## src/hdl/line_event_pkg.sv

```systemverilog
// constants for the line event flag registers and the keypad tone detector control
// What this block does
// - second flags bits 0..3: tone a on, tone a idle, tone b on, tone b idle
// - second flags bit 4 bell on timer, bit 5 bell idle timer
// - second flags bit 6 keypad tone event, bit 7 caller-id fifo empty
// - a flag reads one while pending; all registers reset to zero
// - writing one clears a third-register flag; zero leaves it unchanged
// - third flags bit 0 die heat, bit 3 ground key, rest read zero
// - second mask has one enable per second flag, same position, one enables
// - third mask bit 0 enables die heat, bit 3 ground key, zero masks
// - control bit 7 turns detector on, bit 6 picks receive or transmit samples
// - tolerance bits 5:4 select 1.5, 2.5, 3.0 or 3.5 percent deviation
// - bits 3:0 give the estimation time constant directly, 0 to 15
// - larger time constant: slower tone decision, finer frequency estimate
// - writing one to flush bit 0 discards the last result; bits 7:1 reserved
// - read-only summary has one bit per flag register, zero when none pending
package line_event_pkg;
  localparam int ADDR_W = 8;
  localparam int DATA_W = 32;
  localparam int REG_W = 8;
  localparam int IDX_W = 6;
  // register indices; byte address is four times the index
  localparam logic [IDX_W-1:0] IDX_SUMMARY = 6'h24;
  localparam logic [IDX_W-1:0] IDX_FLAGS_TWO = 6'h28;
  localparam logic [IDX_W-1:0] IDX_MASK_TWO = 6'h29;
  localparam logic [IDX_W-1:0] IDX_FLAGS_THREE = 6'h2a;
  localparam logic [IDX_W-1:0] IDX_MASK_THREE = 6'h2b;
  localparam logic [IDX_W-1:0] IDX_DETECT_CTRL = 6'h30;
  localparam logic [IDX_W-1:0] IDX_FLUSH_CTRL = 6'h31;
  // second flag register bit positions
  localparam int BIT_TONE_A_ON = 0;
  localparam int BIT_TONE_A_IDLE = 1;
  localparam int BIT_TONE_B_ON = 2;
  localparam int BIT_TONE_B_IDLE = 3;
  localparam int BIT_BELL_ON = 4;
  localparam int BIT_BELL_IDLE = 5;
  localparam int BIT_KEYPAD_TONE = 6;
  localparam int BIT_CALLER_ID_FIFO = 7;
  // third flag register bit positions
  localparam int BIT_DIE_HEAT = 0;
  localparam int BIT_GROUND_KEY = 3;
  // summary vector bit positions
  localparam int BIT_SUM_TWO = 1;
  localparam int BIT_SUM_THREE = 2;
  // detector control fields
  localparam int BIT_DETECTOR_ON = 7;
  localparam int BIT_SOURCE_SELECT = 6;
  localparam int TOL_LSB = 4;
  localparam int TOL_W = 2;
  localparam int WIN_LSB = 0;
  localparam int WIN_W = 4;
  localparam int BIT_FLUSH = 0;
  // implemented bits per register
  localparam logic [REG_W-1:0] IMPL_TWO = 8'hff;
  localparam logic [REG_W-1:0] IMPL_THREE = 8'h09;
  // reset values
  localparam logic [REG_W-1:0] RST_FLAGS = 8'h00;
  localparam logic [REG_W-1:0] RST_MASK = 8'h00;
  localparam logic [REG_W-1:0] RST_CTRL = 8'h00;
  // tolerance in tenths of a percent, four entries of six bits, code 0 lowest
  localparam int TOL_TENTHS_W = 6;
  localparam logic [23:0] TOL_TABLE = {6'h23, 6'h1e, 6'h19, 6'h0f};
endpackage

```

## src/hdl/event_flag_bank.sv

```systemverilog
// sticky event flags cleared by writing one, with a matching enable mask
`timescale 1ns/10ps
module event_flag_bank #(
  parameter int W = 8,
  parameter logic [W-1:0] IMPL = '1
) (
  // clock and reset
  input wire logic core_clk,
  input wire logic reset,
  // events, one-cycle pulses
  input wire logic [W-1:0] event_pulse,
  // software access
  input wire logic clear_strobe,
  input wire logic mask_strobe,
  input wire logic [W-1:0] wdata,
  // state
  output logic [W-1:0] flags_ff,
  output logic [W-1:0] mask_ff
);
  import line_event_pkg::*;

  logic [W-1:0] nxt_flags;
  logic [W-1:0] nxt_mask;
  logic [W-1:0] clr;

  always_comb begin
    clr = clear_strobe ? wdata : '0;
    // set wins over a clear in the same cycle; masking never blocks a set
    nxt_flags = ((flags_ff & ~clr) | event_pulse) & IMPL;
    nxt_mask = mask_strobe ? (wdata & IMPL) : mask_ff;
  end

  always_ff @(posedge core_clk) begin
    if (reset) begin
      flags_ff <= '0;
      mask_ff <= '0;
    end else begin
      flags_ff <= nxt_flags;
      mask_ff <= nxt_mask;
    end
  end

  property p_set_wins;
    @(posedge core_clk) disable iff (reset)
      |(event_pulse & IMPL) |=> ((flags_ff & $past(event_pulse) & IMPL) == ($past(event_pulse) & IMPL));
  endproperty
  a_set_wins: assert property (p_set_wins) else $error("event did not set its flag");

  property p_w1c;
    @(posedge core_clk) disable iff (reset)
      clear_strobe |=> ((flags_ff & $past(wdata) & ~$past(event_pulse)) == '0);
  endproperty
  a_w1c: assert property (p_w1c) else $error("write of one did not clear flag");

  property p_zero_keeps;
    @(posedge core_clk) disable iff (reset)
      1'b1 |=> ((flags_ff & ~$past(event_pulse) & ~($past(clear_strobe) ? $past(wdata) : '0))
                == ($past(flags_ff) & ~$past(event_pulse) & ~($past(clear_strobe) ? $past(wdata) : '0)));
  endproperty
  a_zero_keeps: assert property (p_zero_keeps) else $error("flag changed without event or clear");

  property p_reserved_zero;
    @(posedge core_clk) disable iff (reset)
      ((flags_ff | mask_ff) & ~IMPL) == '0;
  endproperty
  a_reserved_zero: assert property (p_reserved_zero) else $error("reserved bit set");

  c_set_and_clear: cover property (@(posedge core_clk) disable iff (reset) clear_strobe && |(wdata & event_pulse));
endmodule

```

## src/hdl/line_event_irq_and_tone_detect_ctrl.sv

```systemverilog
// line event flag registers, interrupt output and keypad tone detector control
//
// Design decision made here: the Avalon-MM interface to the registers.
`timescale 1ns/10ps
module line_event_irq_and_tone_detect_ctrl (
  // clock and reset
  input wire logic core_clk,
  input wire logic reset,
  // avalon-mm slave
  input wire logic [line_event_pkg::ADDR_W-1:0] address,
  input wire logic read,
  input wire logic write,
  input wire logic [line_event_pkg::DATA_W-1:0] writedata,
  input wire logic [3:0] byteenable,
  output logic [line_event_pkg::DATA_W-1:0] readdata,
  output logic waitrequest,
  // event pulses from the line logic
  input wire logic tone_a_on_event,
  input wire logic tone_a_idle_event,
  input wire logic tone_b_on_event,
  input wire logic tone_b_idle_event,
  input wire logic bell_on_event,
  input wire logic bell_idle_event,
  input wire logic keypad_tone_event,
  input wire logic caller_id_fifo_empty_event,
  input wire logic die_heat_event,
  input wire logic ground_key_event,
  // interrupt
  output logic irq,
  // keypad tone detector control
  output logic keypad_detector_on,
  output logic detector_source_select,
  output logic [line_event_pkg::TOL_W-1:0] tone_freq_tolerance,
  output logic [line_event_pkg::TOL_TENTHS_W-1:0] tone_tolerance_tenths,
  output logic [line_event_pkg::WIN_W-1:0] tone_estimate_window,
  output logic keypad_result_flush
);
  import line_event_pkg::*;

  logic waitrequest_ff;
  logic nxt_waitrequest;
  logic [DATA_W-1:0] readdata_ff;
  logic [DATA_W-1:0] nxt_readdata;
  logic irq_ff;
  logic nxt_irq;
  logic [REG_W-1:0] ctrl_ff;
  logic [REG_W-1:0] nxt_ctrl;
  logic [TOL_TENTHS_W-1:0] tol_tenths_ff;
  logic [TOL_TENTHS_W-1:0] nxt_tol_tenths;
  logic flush_ff;
  logic nxt_flush;

  logic accept;
  logic wr_ok;
  logic [IDX_W-1:0] index;
  logic sel_flags_two;
  logic sel_mask_two;
  logic sel_flags_three;
  logic sel_mask_three;
  logic sel_ctrl;
  logic sel_flush;
  logic [REG_W-1:0] wbyte;
  logic [REG_W-1:0] events_two;
  logic [REG_W-1:0] events_three;
  logic [REG_W-1:0] flags_two;
  logic [REG_W-1:0] mask_two;
  logic [REG_W-1:0] flags_three;
  logic [REG_W-1:0] mask_three;
  logic [REG_W-1:0] summary;
  logic [REG_W-1:0] rd_byte;

  // bus decode: a request is taken at the edge where waitrequest is low
  always_comb begin
    accept = (read | write) & ~waitrequest_ff;
    index = address[ADDR_W-1:2];
    wr_ok = accept & write & byteenable[0] & (address[1:0] == 2'b00);
    wbyte = writedata[REG_W-1:0];
    sel_flags_two = wr_ok & (index == IDX_FLAGS_TWO);
    sel_mask_two = wr_ok & (index == IDX_MASK_TWO);
    sel_flags_three = wr_ok & (index == IDX_FLAGS_THREE);
    sel_mask_three = wr_ok & (index == IDX_MASK_THREE);
    sel_ctrl = wr_ok & (index == IDX_DETECT_CTRL);
    sel_flush = wr_ok & (index == IDX_FLUSH_CTRL);
  end

  // event routing into the two flag registers
  always_comb begin
    events_two = '0;
    events_two[BIT_TONE_A_ON] = tone_a_on_event;
    events_two[BIT_TONE_A_IDLE] = tone_a_idle_event;
    events_two[BIT_TONE_B_ON] = tone_b_on_event;
    events_two[BIT_TONE_B_IDLE] = tone_b_idle_event;
    events_two[BIT_BELL_ON] = bell_on_event;
    events_two[BIT_BELL_IDLE] = bell_idle_event;
    events_two[BIT_KEYPAD_TONE] = keypad_tone_event;
    events_two[BIT_CALLER_ID_FIFO] = caller_id_fifo_empty_event;
    events_three = '0;
    events_three[BIT_DIE_HEAT] = die_heat_event;
    events_three[BIT_GROUND_KEY] = ground_key_event;
  end

  event_flag_bank #(
    .W(REG_W),
    .IMPL(IMPL_TWO)
  ) u_bank_two (
    .core_clk(core_clk),
    .reset(reset),
    .event_pulse(events_two),
    .clear_strobe(sel_flags_two),
    .mask_strobe(sel_mask_two),
    .wdata(wbyte),
    .flags_ff(flags_two),
    .mask_ff(mask_two)
  );

  event_flag_bank #(
    .W(REG_W),
    .IMPL(IMPL_THREE)
  ) u_bank_three (
    .core_clk(core_clk),
    .reset(reset),
    .event_pulse(events_three),
    .clear_strobe(sel_flags_three),
    .mask_strobe(sel_mask_three),
    .wdata(wbyte),
    .flags_ff(flags_three),
    .mask_ff(mask_three)
  );

  // read mux; unmapped and misaligned addresses read zero
  always_comb begin
    summary = '0;
    summary[BIT_SUM_TWO] = |flags_two;
    summary[BIT_SUM_THREE] = |flags_three;
    rd_byte = '0;
    if (address[1:0] == 2'b00) begin
      case (index)
        IDX_SUMMARY: rd_byte = summary;
        IDX_FLAGS_TWO: rd_byte = flags_two;
        IDX_MASK_TWO: rd_byte = mask_two;
        IDX_FLAGS_THREE: rd_byte = flags_three;
        IDX_MASK_THREE: rd_byte = mask_three;
        IDX_DETECT_CTRL: rd_byte = ctrl_ff;
        default: rd_byte = '0;
      endcase
    end
  end

  // bus handshake: one wait cycle, then a single low cycle answers
  always_comb begin
    nxt_waitrequest = ~((read | write) & waitrequest_ff);
    nxt_readdata = readdata_ff;
    if (read & waitrequest_ff) begin
      nxt_readdata = {{(DATA_W-REG_W){1'b0}}, rd_byte};
    end
  end

  always_ff @(posedge core_clk) begin
    if (reset) begin
      waitrequest_ff <= 1'b1;
      readdata_ff <= '0;
    end else begin
      waitrequest_ff <= nxt_waitrequest;
      readdata_ff <= nxt_readdata;
    end
  end

  // interrupt level from unmasked pending flags
  always_comb begin
    nxt_irq = |(flags_two & mask_two) | |(flags_three & mask_three);
  end

  always_ff @(posedge core_clk) begin
    if (reset) begin
      irq_ff <= 1'b0;
    end else begin
      irq_ff <= nxt_irq;
    end
  end

  // detector control and flush pulse
  always_comb begin
    nxt_ctrl = sel_ctrl ? wbyte : ctrl_ff;
    nxt_tol_tenths = TOL_TABLE[nxt_ctrl[TOL_LSB +: TOL_W]*TOL_TENTHS_W +: TOL_TENTHS_W];
    nxt_flush = sel_flush & wbyte[BIT_FLUSH];
  end

  always_ff @(posedge core_clk) begin
    if (reset) begin
      ctrl_ff <= RST_CTRL;
      tol_tenths_ff <= TOL_TABLE[TOL_TENTHS_W-1:0];
      flush_ff <= 1'b0;
    end else begin
      ctrl_ff <= nxt_ctrl;
      tol_tenths_ff <= nxt_tol_tenths;
      flush_ff <= nxt_flush;
    end
  end

  assign readdata = readdata_ff;
  assign waitrequest = waitrequest_ff;
  assign irq = irq_ff;
  assign keypad_detector_on = ctrl_ff[BIT_DETECTOR_ON];
  assign detector_source_select = ctrl_ff[BIT_SOURCE_SELECT];
  assign tone_freq_tolerance = ctrl_ff[TOL_LSB +: TOL_W];
  assign tone_tolerance_tenths = tol_tenths_ff;
  assign tone_estimate_window = ctrl_ff[WIN_LSB +: WIN_W];
  assign keypad_result_flush = flush_ff;

  property p_irq_level;
    @(posedge core_clk) disable iff (reset)
      ##1 (irq_ff == $past(|(flags_two & mask_two) | |(flags_three & mask_three)));
  endproperty
  a_irq_level: assert property (p_irq_level) else $error("irq does not follow unmasked flags");

  property p_masked_sets;
    @(posedge core_clk) disable iff (reset)
      (keypad_tone_event && !mask_two[BIT_KEYPAD_TONE]) |=> flags_two[BIT_KEYPAD_TONE];
  endproperty
  a_masked_sets: assert property (p_masked_sets) else $error("masked event did not set flag");

  property p_ground_key_pos;
    @(posedge core_clk) disable iff (reset)
      ground_key_event |=> flags_three[BIT_GROUND_KEY] ##1 (summary[BIT_SUM_THREE] || $past(sel_flags_three));
  endproperty
  a_ground_key_pos: assert property (p_ground_key_pos) else $error("ground key flag missing");

  property p_bell_pos;
    @(posedge core_clk) disable iff (reset)
      bell_idle_event |=> flags_two[BIT_BELL_IDLE];
  endproperty
  a_bell_pos: assert property (p_bell_pos) else $error("bell idle flag not in bit five");

  property p_tone_a_pos;
    @(posedge core_clk) disable iff (reset)
      tone_a_idle_event |=> flags_two[BIT_TONE_A_IDLE];
  endproperty
  a_tone_a_pos: assert property (p_tone_a_pos) else $error("tone a idle flag not in bit one");

  property p_fifo_pos;
    @(posedge core_clk) disable iff (reset)
      caller_id_fifo_empty_event |=> flags_two[BIT_CALLER_ID_FIFO];
  endproperty
  a_fifo_pos: assert property (p_fifo_pos) else $error("fifo empty flag not in bit seven");

  property p_summary;
    @(posedge core_clk) disable iff (reset)
      (summary[BIT_SUM_TWO] == (flags_two != '0)) && (summary[0] == 1'b0);
  endproperty
  a_summary: assert property (p_summary) else $error("summary vector wrong");

  property p_answer;
    @(posedge core_clk) disable iff (reset)
      ((read || write) && waitrequest_ff) |=> !waitrequest_ff ##1 waitrequest_ff;
  endproperty
  a_answer: assert property (p_answer) else $error("bus answer not one cycle after request");

  property p_ctrl_write;
    @(posedge core_clk) disable iff (reset)
      sel_ctrl |=> (keypad_detector_on == $past(writedata[BIT_DETECTOR_ON]))
                   && (tone_estimate_window == $past(writedata[WIN_LSB +: WIN_W]));
  endproperty
  a_ctrl_write: assert property (p_ctrl_write) else $error("detector control not written");

  property p_tolerance;
    @(posedge core_clk) disable iff (reset)
      (tone_freq_tolerance == 2'b10) |-> (tone_tolerance_tenths == 6'h1e);
  endproperty
  a_tolerance: assert property (p_tolerance) else $error("tolerance code three point zero wrong");

  property p_flush_pulse;
    @(posedge core_clk) disable iff (reset)
      (sel_flush && writedata[BIT_FLUSH]) |=> keypad_result_flush ##1 !keypad_result_flush;
  endproperty
  a_flush_pulse: assert property (p_flush_pulse) else $error("flush is not a single pulse");

  property p_read_data;
    @(posedge core_clk) disable iff (reset)
      (read && waitrequest_ff && address == {IDX_FLAGS_TWO, 2'b00}) |=> (readdata_ff[REG_W-1:0] == $past(flags_two));
  endproperty
  a_read_data: assert property (p_read_data) else $error("flag read returned wrong byte");

  c_irq_rise: cover property (@(posedge core_clk) disable iff (reset) !irq_ff ##1 irq_ff);
  c_flush: cover property (@(posedge core_clk) disable iff (reset) keypad_result_flush);
  c_clear_three: cover property (@(posedge core_clk) disable iff (reset) sel_flags_three && |flags_three);
  c_read_summary: cover property (@(posedge core_clk) disable iff (reset)
    accept && read && index == IDX_SUMMARY && |summary);
endmodule

```

## config.mk

```make
export PLATFORM = sky130hd
export DESIGN_NAME = line_event_irq_and_tone_detect_ctrl
export DESIGN_NICKNAME = d
export VERILOG_FILES = /design/src/hdl/line_event_pkg.sv /design/src/hdl/event_flag_bank.sv /design/src/hdl/line_event_irq_and_tone_detect_ctrl.sv
export SDC_FILE = /design/constraint.sdc
export NUM_CORES = 1
export LEC_CHECK = 0
export BUFFER_PORTS_ARGS = -buffer_cell sky130_fd_sc_hd__buf_2
export CAP_MARGIN = 30
export CELL_PAD_IN_SITES_DETAIL_PLACEMENT = 2
export CELL_PAD_IN_SITES_GLOBAL_PLACEMENT = 2
export CORE_MARGIN = 5
export CORE_UTILIZATION = 25
export DETAILED_ROUTE_END_ITERATION = 16
export PLACE_DENSITY_LB_ADDON = 0.08
export SLEW_MARGIN = 10
export SYNTH_ARGS = -nofsm -noshare
export SYNTH_HDL_FRONTEND = slang
export SYNTH_SLANG_ARGS = --single-unit
```

## constraint.sdc

```tcl
create_clock -name core_clk -period 2.8 [get_ports core_clk]
set_input_delay 0.84 -clock core_clk [delete_from_list [all_inputs] [get_ports core_clk]]
set_output_delay 0.84 -clock core_clk [all_outputs]
set_load 0.03 [all_outputs]
```

==> reports/qor.yml, run 1 <==
status: "finished clean"
dr.pass1.iters: 4
numCtsBuffers: 5
root_buffer: "clkbuf_8"
max_freq_ghz: 0.477
setup_tns_ps: 0
pwr-share-comb: 0.119
syn_inst: 260
port_buffers: 55
syn_to_final_growth_pct: 19.8
fp.dieH_microns: 105
switching_power_mw: 0.352
placed_cell_area_sq_um: 2620
synth_warnings: 0
drt_iter0_drc: 48
p_clk_frac: 0.373
post_cts_resize_count: 0
die_w_microns: 105
first_global_vias: 2212
seqPwrFrac: 0.509
drv_cap: 0
holdBufCountCts: 0
routedWlPerCell_microns: 16.8
ys.flop_type: "dfxtp_1"
grt_pass1_wl_microns: 11900
async_reset_ff_frac: 0
nFillCells: 1037
clock_latency_ps: 290
grt_max_degree: 38
cts_setup_buffers: 0
slew_viol_final: 0
synthTopCellsByCount: "dfxtp_1 (45), a21oi_1 (24), buf_4 (24)"
gp_congestion: 0.712
powerDensity_nw_per_um2: 479
required_ps: 2980
swShare: 0.269
ys_seq_area_frac: 0.396
synth-seq-cells: 45
cts_sinks: 45
hpwl_microns: 5660
path_class: "primary input to flip-flop"
path_max_fanout: 7
via_per_inst: 4.73
syn-cell-area_sq_um: 2280
synth_area_leaders: "dfxtp_1 (40%), buf_4 (7.9%), a21oi_1 (5.3%)"
ir_worst_vdd_mv: 0.193
cts.clk_slew.worst_paths_ps: 90
core_area_sq_um: 8810
synth-edff-count: 0
antenna_found_initial: 0
end_kind: "flip-flop"
cts_htree_levels: 2
drc: 0
finClkSkew_ps: 4.56
grt_overflow_total: 0
post-route-min-period_ps: 2100
num_rows: 34
start_util: 0.258
die-area_sq_um: 11100
final_layout_size_suffix_gt1_frac: 0.271
drtAntennaViolNets: 0
yosysTopAreaCell: "dfxtp_1"
syn_area_per_cell_sq_um: 8.75
worstSetupStartpointType: "primary input"
n_antenna_cell: 0
yosysMostFrequentCell: "dfxtp_1"
cts_tree: "yes"
cts_buffer_depth: 2
pin_count: 107
grt_setup_unrepaired: "false"
synth_top_area_frac: 0.396
setup_viol: 0
synth.distinct_cells: 47
worstPathArrival_ps: 2270
power.leakage_nw: 1.24
finalNetCount: 380
finalPower_mw: 1.31
period_share: 0.749
gr-usage-all-layers: 0.130
routed_wirelength_microns: 7220
fin_area_sq_um: 2730
hold_viol: 0
internal-power_mw: 0.955
vias: 2031
hold_class: "flip-flop to flip-flop"
[kinds of logic (layout without fill, tap and decap cells)]
| group | count (synthesis) | count (layout) | share of synthesized area |
|---|---|---|---|
| and+or+nand+nor | 74 | 74 | 0.202 |
| DFF | 45 | 45 | 0.396 |
| adders and majority gates | 1 | 1 | 0.00550 |
| buffers and inverters | 55 | 93 | 0.135 |
| muxes | 15 | 15 | 0.0808 |
| other | 1 | 24 | 0.00165 |
| AOI/OAI and AO/OA | 68 | 68 | 0.175 |
| xor gates and xnor gates | 1 | 1 | 0.00385 |
[per-stage QoR]
stage	cells	util	hold WS (ps)	worst slack [ps]
2_1_floorplan	283	-	462	579
3_3_place_gp	422	0.298	440	383
3_5_place_dp	422	0.298	450	362
4_1_cts	429	0.310	464	688
5_1_grt	429	0.310	489	614
6_report	429	0.310	457	704
[routing by layer]
metal / routed length [microns] / part of all wire / GRT usage
met1: 3560 / 0.49 / 0.175
met2: 3290 / 0.46 / 0.213
met3: 303 / 0.042 / 0.0269
met4: 70 / 0.0097 / 0.0337
met5: 0 / 0 / 0
[sequential cells by signal, indices dropped and copies added (netlist names), 2 cells and up]
signal / cells
ctrl_ff: 8
readdata: 8
tone_tolerance_tenths: 6
u_bank_three.flags_ff: 2
u_bank_three.mask_ff: 2
u_bank_two.flags_ff: 8
u_bank_two.mask_ff: 8
[worst paths after layout]
check              start                  endpoint  slack (ps)  cells past startpoint
max           address[4]  tone_tolerance_tenths[4]         700                      7
min          readdata[7]               readdata[7]         460                      2
min reg2reg  readdata[7]               readdata[7]         460                      2
max reg2reg  waitrequest               readdata[0]        1040                      4
[layout by cell type (no fill, tap or decap), types with 12 or more instances in the layout]
cell type   n
a21oi_1    24
buf_2      55
conb_1     24
dfxtp_1    45
inv_1      20
mux2i_1    12
nand3_1    14
o21ai_0    23
[worst max-delay path: stages]
cell and delay, ps:
buf_2 130, and4bb_2 400, nand4_4 160, mux2i_1 250
inv_1 80, ha_1 280, nor2b_1 120
[power by group through the flow]
stage	sequential, mW	combinational [mW]	clock (mW)
global route	0.666	0.171	0.537
CTS	0.665	0.156	0.509
global placement	0.680	0.154	0
floorplan	0.676	0.123	0
finish	0.665	0.155	0.487
detailed placement	0.680	0.156	0
[final cells by class]
type	instances	area (sq um)	area share
Clock buffer	5	68.8	0.0252
Clock inverter	2	35.0	0.0128
Inverter	20	75.1	0.0275
Multi-Input combinational cell	183	1150	0.423
Sequential cell	45	901	0.330
Tap cell	108	135	0.0496
Timing Repair Buffer	66	358	0.131
Power figures use the tool's default switching activity.
==> run 2, diff against run 1 <==
--- a/config.mk
+++ b/config.mk
@@ -10,7 +10,7 @@
 export CELL_PAD_IN_SITES_DETAIL_PLACEMENT = 2
 export CELL_PAD_IN_SITES_GLOBAL_PLACEMENT = 2
 export CORE_MARGIN = 5
-export CORE_UTILIZATION = 25
+export CORE_UTILIZATION = 23
 export DETAILED_ROUTE_END_ITERATION = 16
 export PLACE_DENSITY_LB_ADDON = 0.08
 export SLEW_MARGIN = 10
==> constraint.sdc (replaced) <==
create_clock -name core_clk -period 1.81 [get_ports core_clk]
set_input_delay 0.543 -clock core_clk [delete_from_list [all_inputs] [get_ports core_clk]]
set_output_delay 0.543 -clock core_clk [all_outputs]
set_load 0.03 [all_outputs]
==> run 2 against run 1 <==
Against the previous run:
- final area grew 7.0%
- total power grew 63%
- die area grew 7.9%
- critical path type unchanged
- critical endpoint unchanged
==> reports/qor.yml, run 2 (synthesis results as in run 1) <==
port_buffers: 55
cts_htree_levels: 2
cts_tree: "yes"
setup_tns_ps: 0
reg2reg_from: "waitrequest"
switching_power_mw: 0.585
r2r_slack_ps: 120
drv_cap: 0
grt_max_degree: 17
setup_ws_ps: 84.2
antenna_found_initial: 0
drtAntennaViolNets: 0
gr-usage-all-layers: 0.129
p_clk_frac: 0.392
crit_buf_inv: 2
endpoint: "tone_tolerance_tenths[4]"
finClkSkew_ps: 12.9
hpwl_microns: 6050
r2r_end: "tone_tolerance_tenths[4]"
vias: 2068
placed_cells: 464
fin_hold_ws_ps: 456
internal-power_mw: 1.55
holdBufCountCts: 0
pin_count: 107
hold_viol: 0
cts_setup_buffers: 0
worstSetupStartpointType: "primary input"
max_stage_delay_ps: 350
dr.pass1.iters: 4
status: "finished clean"
routedWlPerCell_microns: 16.1
numCtsBuffers: 5
finalNetCount: 397
final_cell_mix: "buf_2 (55), dfxtp_1 (45), buf_4 (28)"
syn_to_final_growth_pct: 28.2
worstPathCellList: "buf_2 > nor4b_4 > nand4_4 > mux2i_2 > inv_1 > ha_4 > nor2b_1"
end_kind: "flip-flop"
die-area_sq_um: 12000
cts_buffer_depth: 2
final_common_cell: "buf_2"
crit_start: "address[0]"
seqPwrFrac: 0.482
fin_cells: 472
grt_overflow_total: 0
hp-start: "tone_b_idle_event"
required_ps: 2020
path_depth: 7
start_util: 0.234
nFillCells: 1143
slew_viol_final: 0
pre_cts_ws_ps: -295
crit_family: "simple AND/OR/NAND/NOR gates"
setup_viol: 0
fp.dieH_microns: 109
post_cts_resize_count: 0
finalPower_mw: 2.13
worstPathArrival_ps: 1940
path_class: "primary input to flip-flop"
routed_wirelength_microns: 7580
root_buffer: "clkbuf_8"
cts_sinks: 45
grt_pass1_wl_microns: 11800
period_share: 0.954
post-route-min-period_ps: 1730
clock_latency_ps: 310
slowest_stage: "nor4b_4"
path_max_fanout: 4
final_layout_size_suffix_gt1_frac: 0.316
gp_congestion: 0.749
hold_class: "primary input to flip-flop"
drt_iter0_drc: 62
ir_worst_vdd_mv: 0.293
num_rows: 36
first_global_vias: 2187
powerDensity_nw_per_um2: 731
n_antenna_cell: 0
swShare: 0.274
core_area_sq_um: 9730
drc: 0
rr_worst_depth: 6
power.leakage_nw: 1.32
pwr-share-comb: 0.126
via_per_inst: 4.38
max_freq_ghz: 0.579
cts.clk_slew.worst_paths_ps: 100
die_w_microns: 109
==> run 2: routing by layer <==
| metal | vias up | track usage | part of all wire |
|---|---|---|---|
| li1 | 1035 | - | - |
| met2 | 54 | 0.210 | 0.46 |
| met1 | 973 | 0.174 | 0.49 |
| met4 | 0 | 0.0454 | 0.012 |
| met3 | 6 | 0.0200 | 0.036 |
| met5 | - | 0 | 0 |
==> run 2: power groups by stage <==
stage / Clock (mW) / Sequential, mW / Combinational [mW]
after floorplan: 0 / 1.05 / 0.191
after global placement: 0 / 1.05 / 0.268
after detailed placement: 0 / 1.05 / 0.269
after CTS: 0.874 / 1.03 / 0.270
after global routing: 0.894 / 1.03 / 0.295
final: 0.835 / 1.03 / 0.269
==> run 2: area by class of cell <==
class,count,area [sq um],share of cell area
Tap cell,133,166,0.0570
Inverter,20,75.1,0.0257
Clock inverter,2,37.5,0.0129
Multi-Input combinational cell,183,1170,0.401
Sequential cell,45,901,0.309
Timing Repair Buffer,83,485,0.166
Clock buffer,6,82.6,0.0283
==> run 2: metrics by stage <==
stage          area [sq um]   util
2_1_floorplan          2370      -
5_1_grt                2920  0.300
4_1_cts                2910  0.300
3_3_place_gp           2790  0.287
3_5_place_dp           2790  0.287
6_report               2920  0.300
==> run 2: worst min-delay path by stage <==
stage,cells past startpoint,slack (ps),endpoint
after floorplan,2,460,u_bank_two.mask_ff[0]
after global placement,2,440,readdata[7]
after detailed placement,2,450,readdata[4]
after CTS,3,450,u_bank_two.flags_ff[3]
after global routing,2,460,waitrequest
final,3,460,u_bank_two.flags_ff[3]
==> run 2: tightest hold or removal path, delay by kind of cell <==
family	cells	cell delay, ps
compound gates	1	50
buf+inv	2	130
==> run 3, diff against run 2 <==
==> constraint.sdc (replaced) <==
create_clock -name core_clk -period 1.81 [get_ports core_clk]
set_input_delay 0.181 -clock core_clk [delete_from_list [all_inputs] [get_ports core_clk]]
set_output_delay 0.181 -clock core_clk [all_outputs]
set_load 0.03 [all_outputs]
==> run 3 against run 2 <==
Against the previous run:
- clock skew down 10 ps
- maximum frequency decreased by 0.47%
- hold slack got worse by 370 ps
- sequential power about the same
- first-iteration DRC count down 52%
- core utilization down 0.85 points
- critical path depth fell by 1
- final area is 2.8% lower
- total power down 2.4%
- sequential cell count unchanged
- critical path type is now flip-flop to flip-flop
- sequential share of layout area increased by 1.0 points
- register-to-register slack worse by 40 ps
==> reports/qor.yml, run 3 (synthesis results as in run 1) <==
path_class: "flip-flop to flip-flop"
nFillCells: 1152
cts_sinks: 45
powerDensity_nw_per_um2: 734
finalPower_mw: 2.08
post-route-min-period_ps: 1730
grt_max_degree: 22
final_layout_size_suffix_gt1_frac: 0.295
via_per_inst: 4.47
num_rows: 36
switching_power_mw: 0.547
routedWlPerCell_microns: 16.6
cts.clk_slew.worst_paths_ps: 80
worstSetupStartpointType: "flip-flop"
fp.dieH_microns: 109
pin_count: 107
seqPwrFrac: 0.494
drc: 0
status: "finished clean"
drv_cap: 0
slowest_stage: "dfxtp_4"
required_ps: 1980
routed_wirelength_microns: 7680
r2r_end: "tone_tolerance_tenths[4]"
cts_buffer_depth: 2
setup_ws_ps: 76.1
dr.pass1.iters: 4
numCtsBuffers: 5
grt_overflow_total: 0
placed_cell_area_sq_um: 2680
min_path_cells: 2
hold_class: "primary input to flip-flop"
worstPathArrival_ps: 1900
slew_viol_final: 0
r2r_slack_ps: 80
finalNetCount: 387
pre_cts_ws_ps: -37.1
grt_pass1_wl_microns: 12100
fin_area_sq_um: 2840
utilization: 0.291
path_max_fanout: 3
hold_viol: 0
multiInputGateArea_sq_um: 1160
cts_htree_levels: 2
grt_setup_unrepaired: "false"
period_share: 0.958
setup_tns_ps: 0
holdBufCountCts: 0
rr_worst_depth: 6
ir_worst_vdd_mv: 0.308
worstPathCellList: "nor4b_4 > buf_4 > nand4_4 > mux2_4 > ha_1 > nor2b_1"
finClkSkew_ps: 2.74
n_antenna_cell: 0
start_util: 0.234
antenna_found_initial: 0
setup_viol: 0
hp-start: "write"
drtAntennaViolNets: 0
first_global_vias: 2228
internal-power_mw: 1.53
final_cell_mix: "buf_2 (55), dfxtp_1 (44), a21oi_1 (24), conb_1 (24), o21ai_0 (23)"
vias: 2064
clock_latency_ps: 290
die-area_sq_um: 12000
max_freq_ghz: 0.577
layout.area.seq_sq_um: 905
power.leakage_nw: 1.28
worstHoldEndpoint: "waitrequest"
reg2reg_from: "waitrequest"
cts_tree: "yes"
p_clk_frac: 0.383
syn_to_final_growth_pct: 24.6
pwr-share-comb: 0.124
max_stage_delay_ps: 360
end_kind: "flip-flop"
swShare: 0.263
die_w_microns: 109
port_buffers: 55
gp_congestion: 0.720
core_area_sq_um: 9730
gr-usage-all-layers: 0.130
drt_iter0_drc: 30
root_buffer: "clkbuf_8"
final_common_cell: "buf_2"
hpwl_microns: 6030
run 3: metal layers:
layer	global-route usage	routed length, microns	vias up
met5	0	0	-
met4	0.0321	55	0
met3	0.0200	259	2
met2	0.218	3650	53
met1	0.175	3710	992
li1	-	-	1017
run 3: power groups by stage:
| stage | clock, mW | sequential [mW] | combinational, mW |
|---|---|---|---|
| after floorplan | 0 | 1.05 | 0.191 |
| after global placement | 0 | 1.05 | 0.251 |
| after global routing | 0.867 | 1.03 | 0.284 |
| after CTS | 0.844 | 1.03 | 0.255 |
| after detailed placement | 0 | 1.05 | 0.253 |
| final | 0.796 | 1.03 | 0.258 |
run 3: stage by stage:
step           instances  hold WS (ps)
6_report             462          91.0
5_1_grt              462          78.2
4_1_cts              460          79.0
3_5_place_dp         451           409
3_3_place_gp         451           407
2_1_floorplan        283           290
run 3: layout make-up:
cell class	instances	area share
tap	133	0.0587
sequential	45	0.319
clock inverter	1	0.0106
clock buffer	7	0.0305
multi-input combinational	183	0.410
inverter	20	0.0265
timing repair buffer	73	0.145
run 3: critical path: cells and delay by family, from the launching register on:
family                     cells  cell delay, ps
DFF                            1             360
muxes                          1             340
adders and majority gates      1             270
buffers and inverters          1             180
and+or+nand+nor                3             460
run 3: worst max-delay path by stage:
stage | from | end | slack (ps) | depth (start not counted)
floorplan | waitrequest | tone_tolerance_tenths[4] | 10 | 5
global route | waitrequest | tone_tolerance_tenths[4] | 10 | 6
CTS | waitrequest | tone_tolerance_tenths[4] | 20 | 6
detailed placement | address[1] | tone_tolerance_tenths[4] | -40 | 7
global placement | address[1] | tone_tolerance_tenths[4] | 10 | 7
finish | waitrequest | tone_tolerance_tenths[4] | 80 | 6
run 3: timing repair:
item                       4_1_cts  5_1_grt
setup endpoints to repair        2        9
pin swaps                        1        1
hold endpoints to repair         0        0
gates resized for setup          2        2
buffers inserted                 1        2
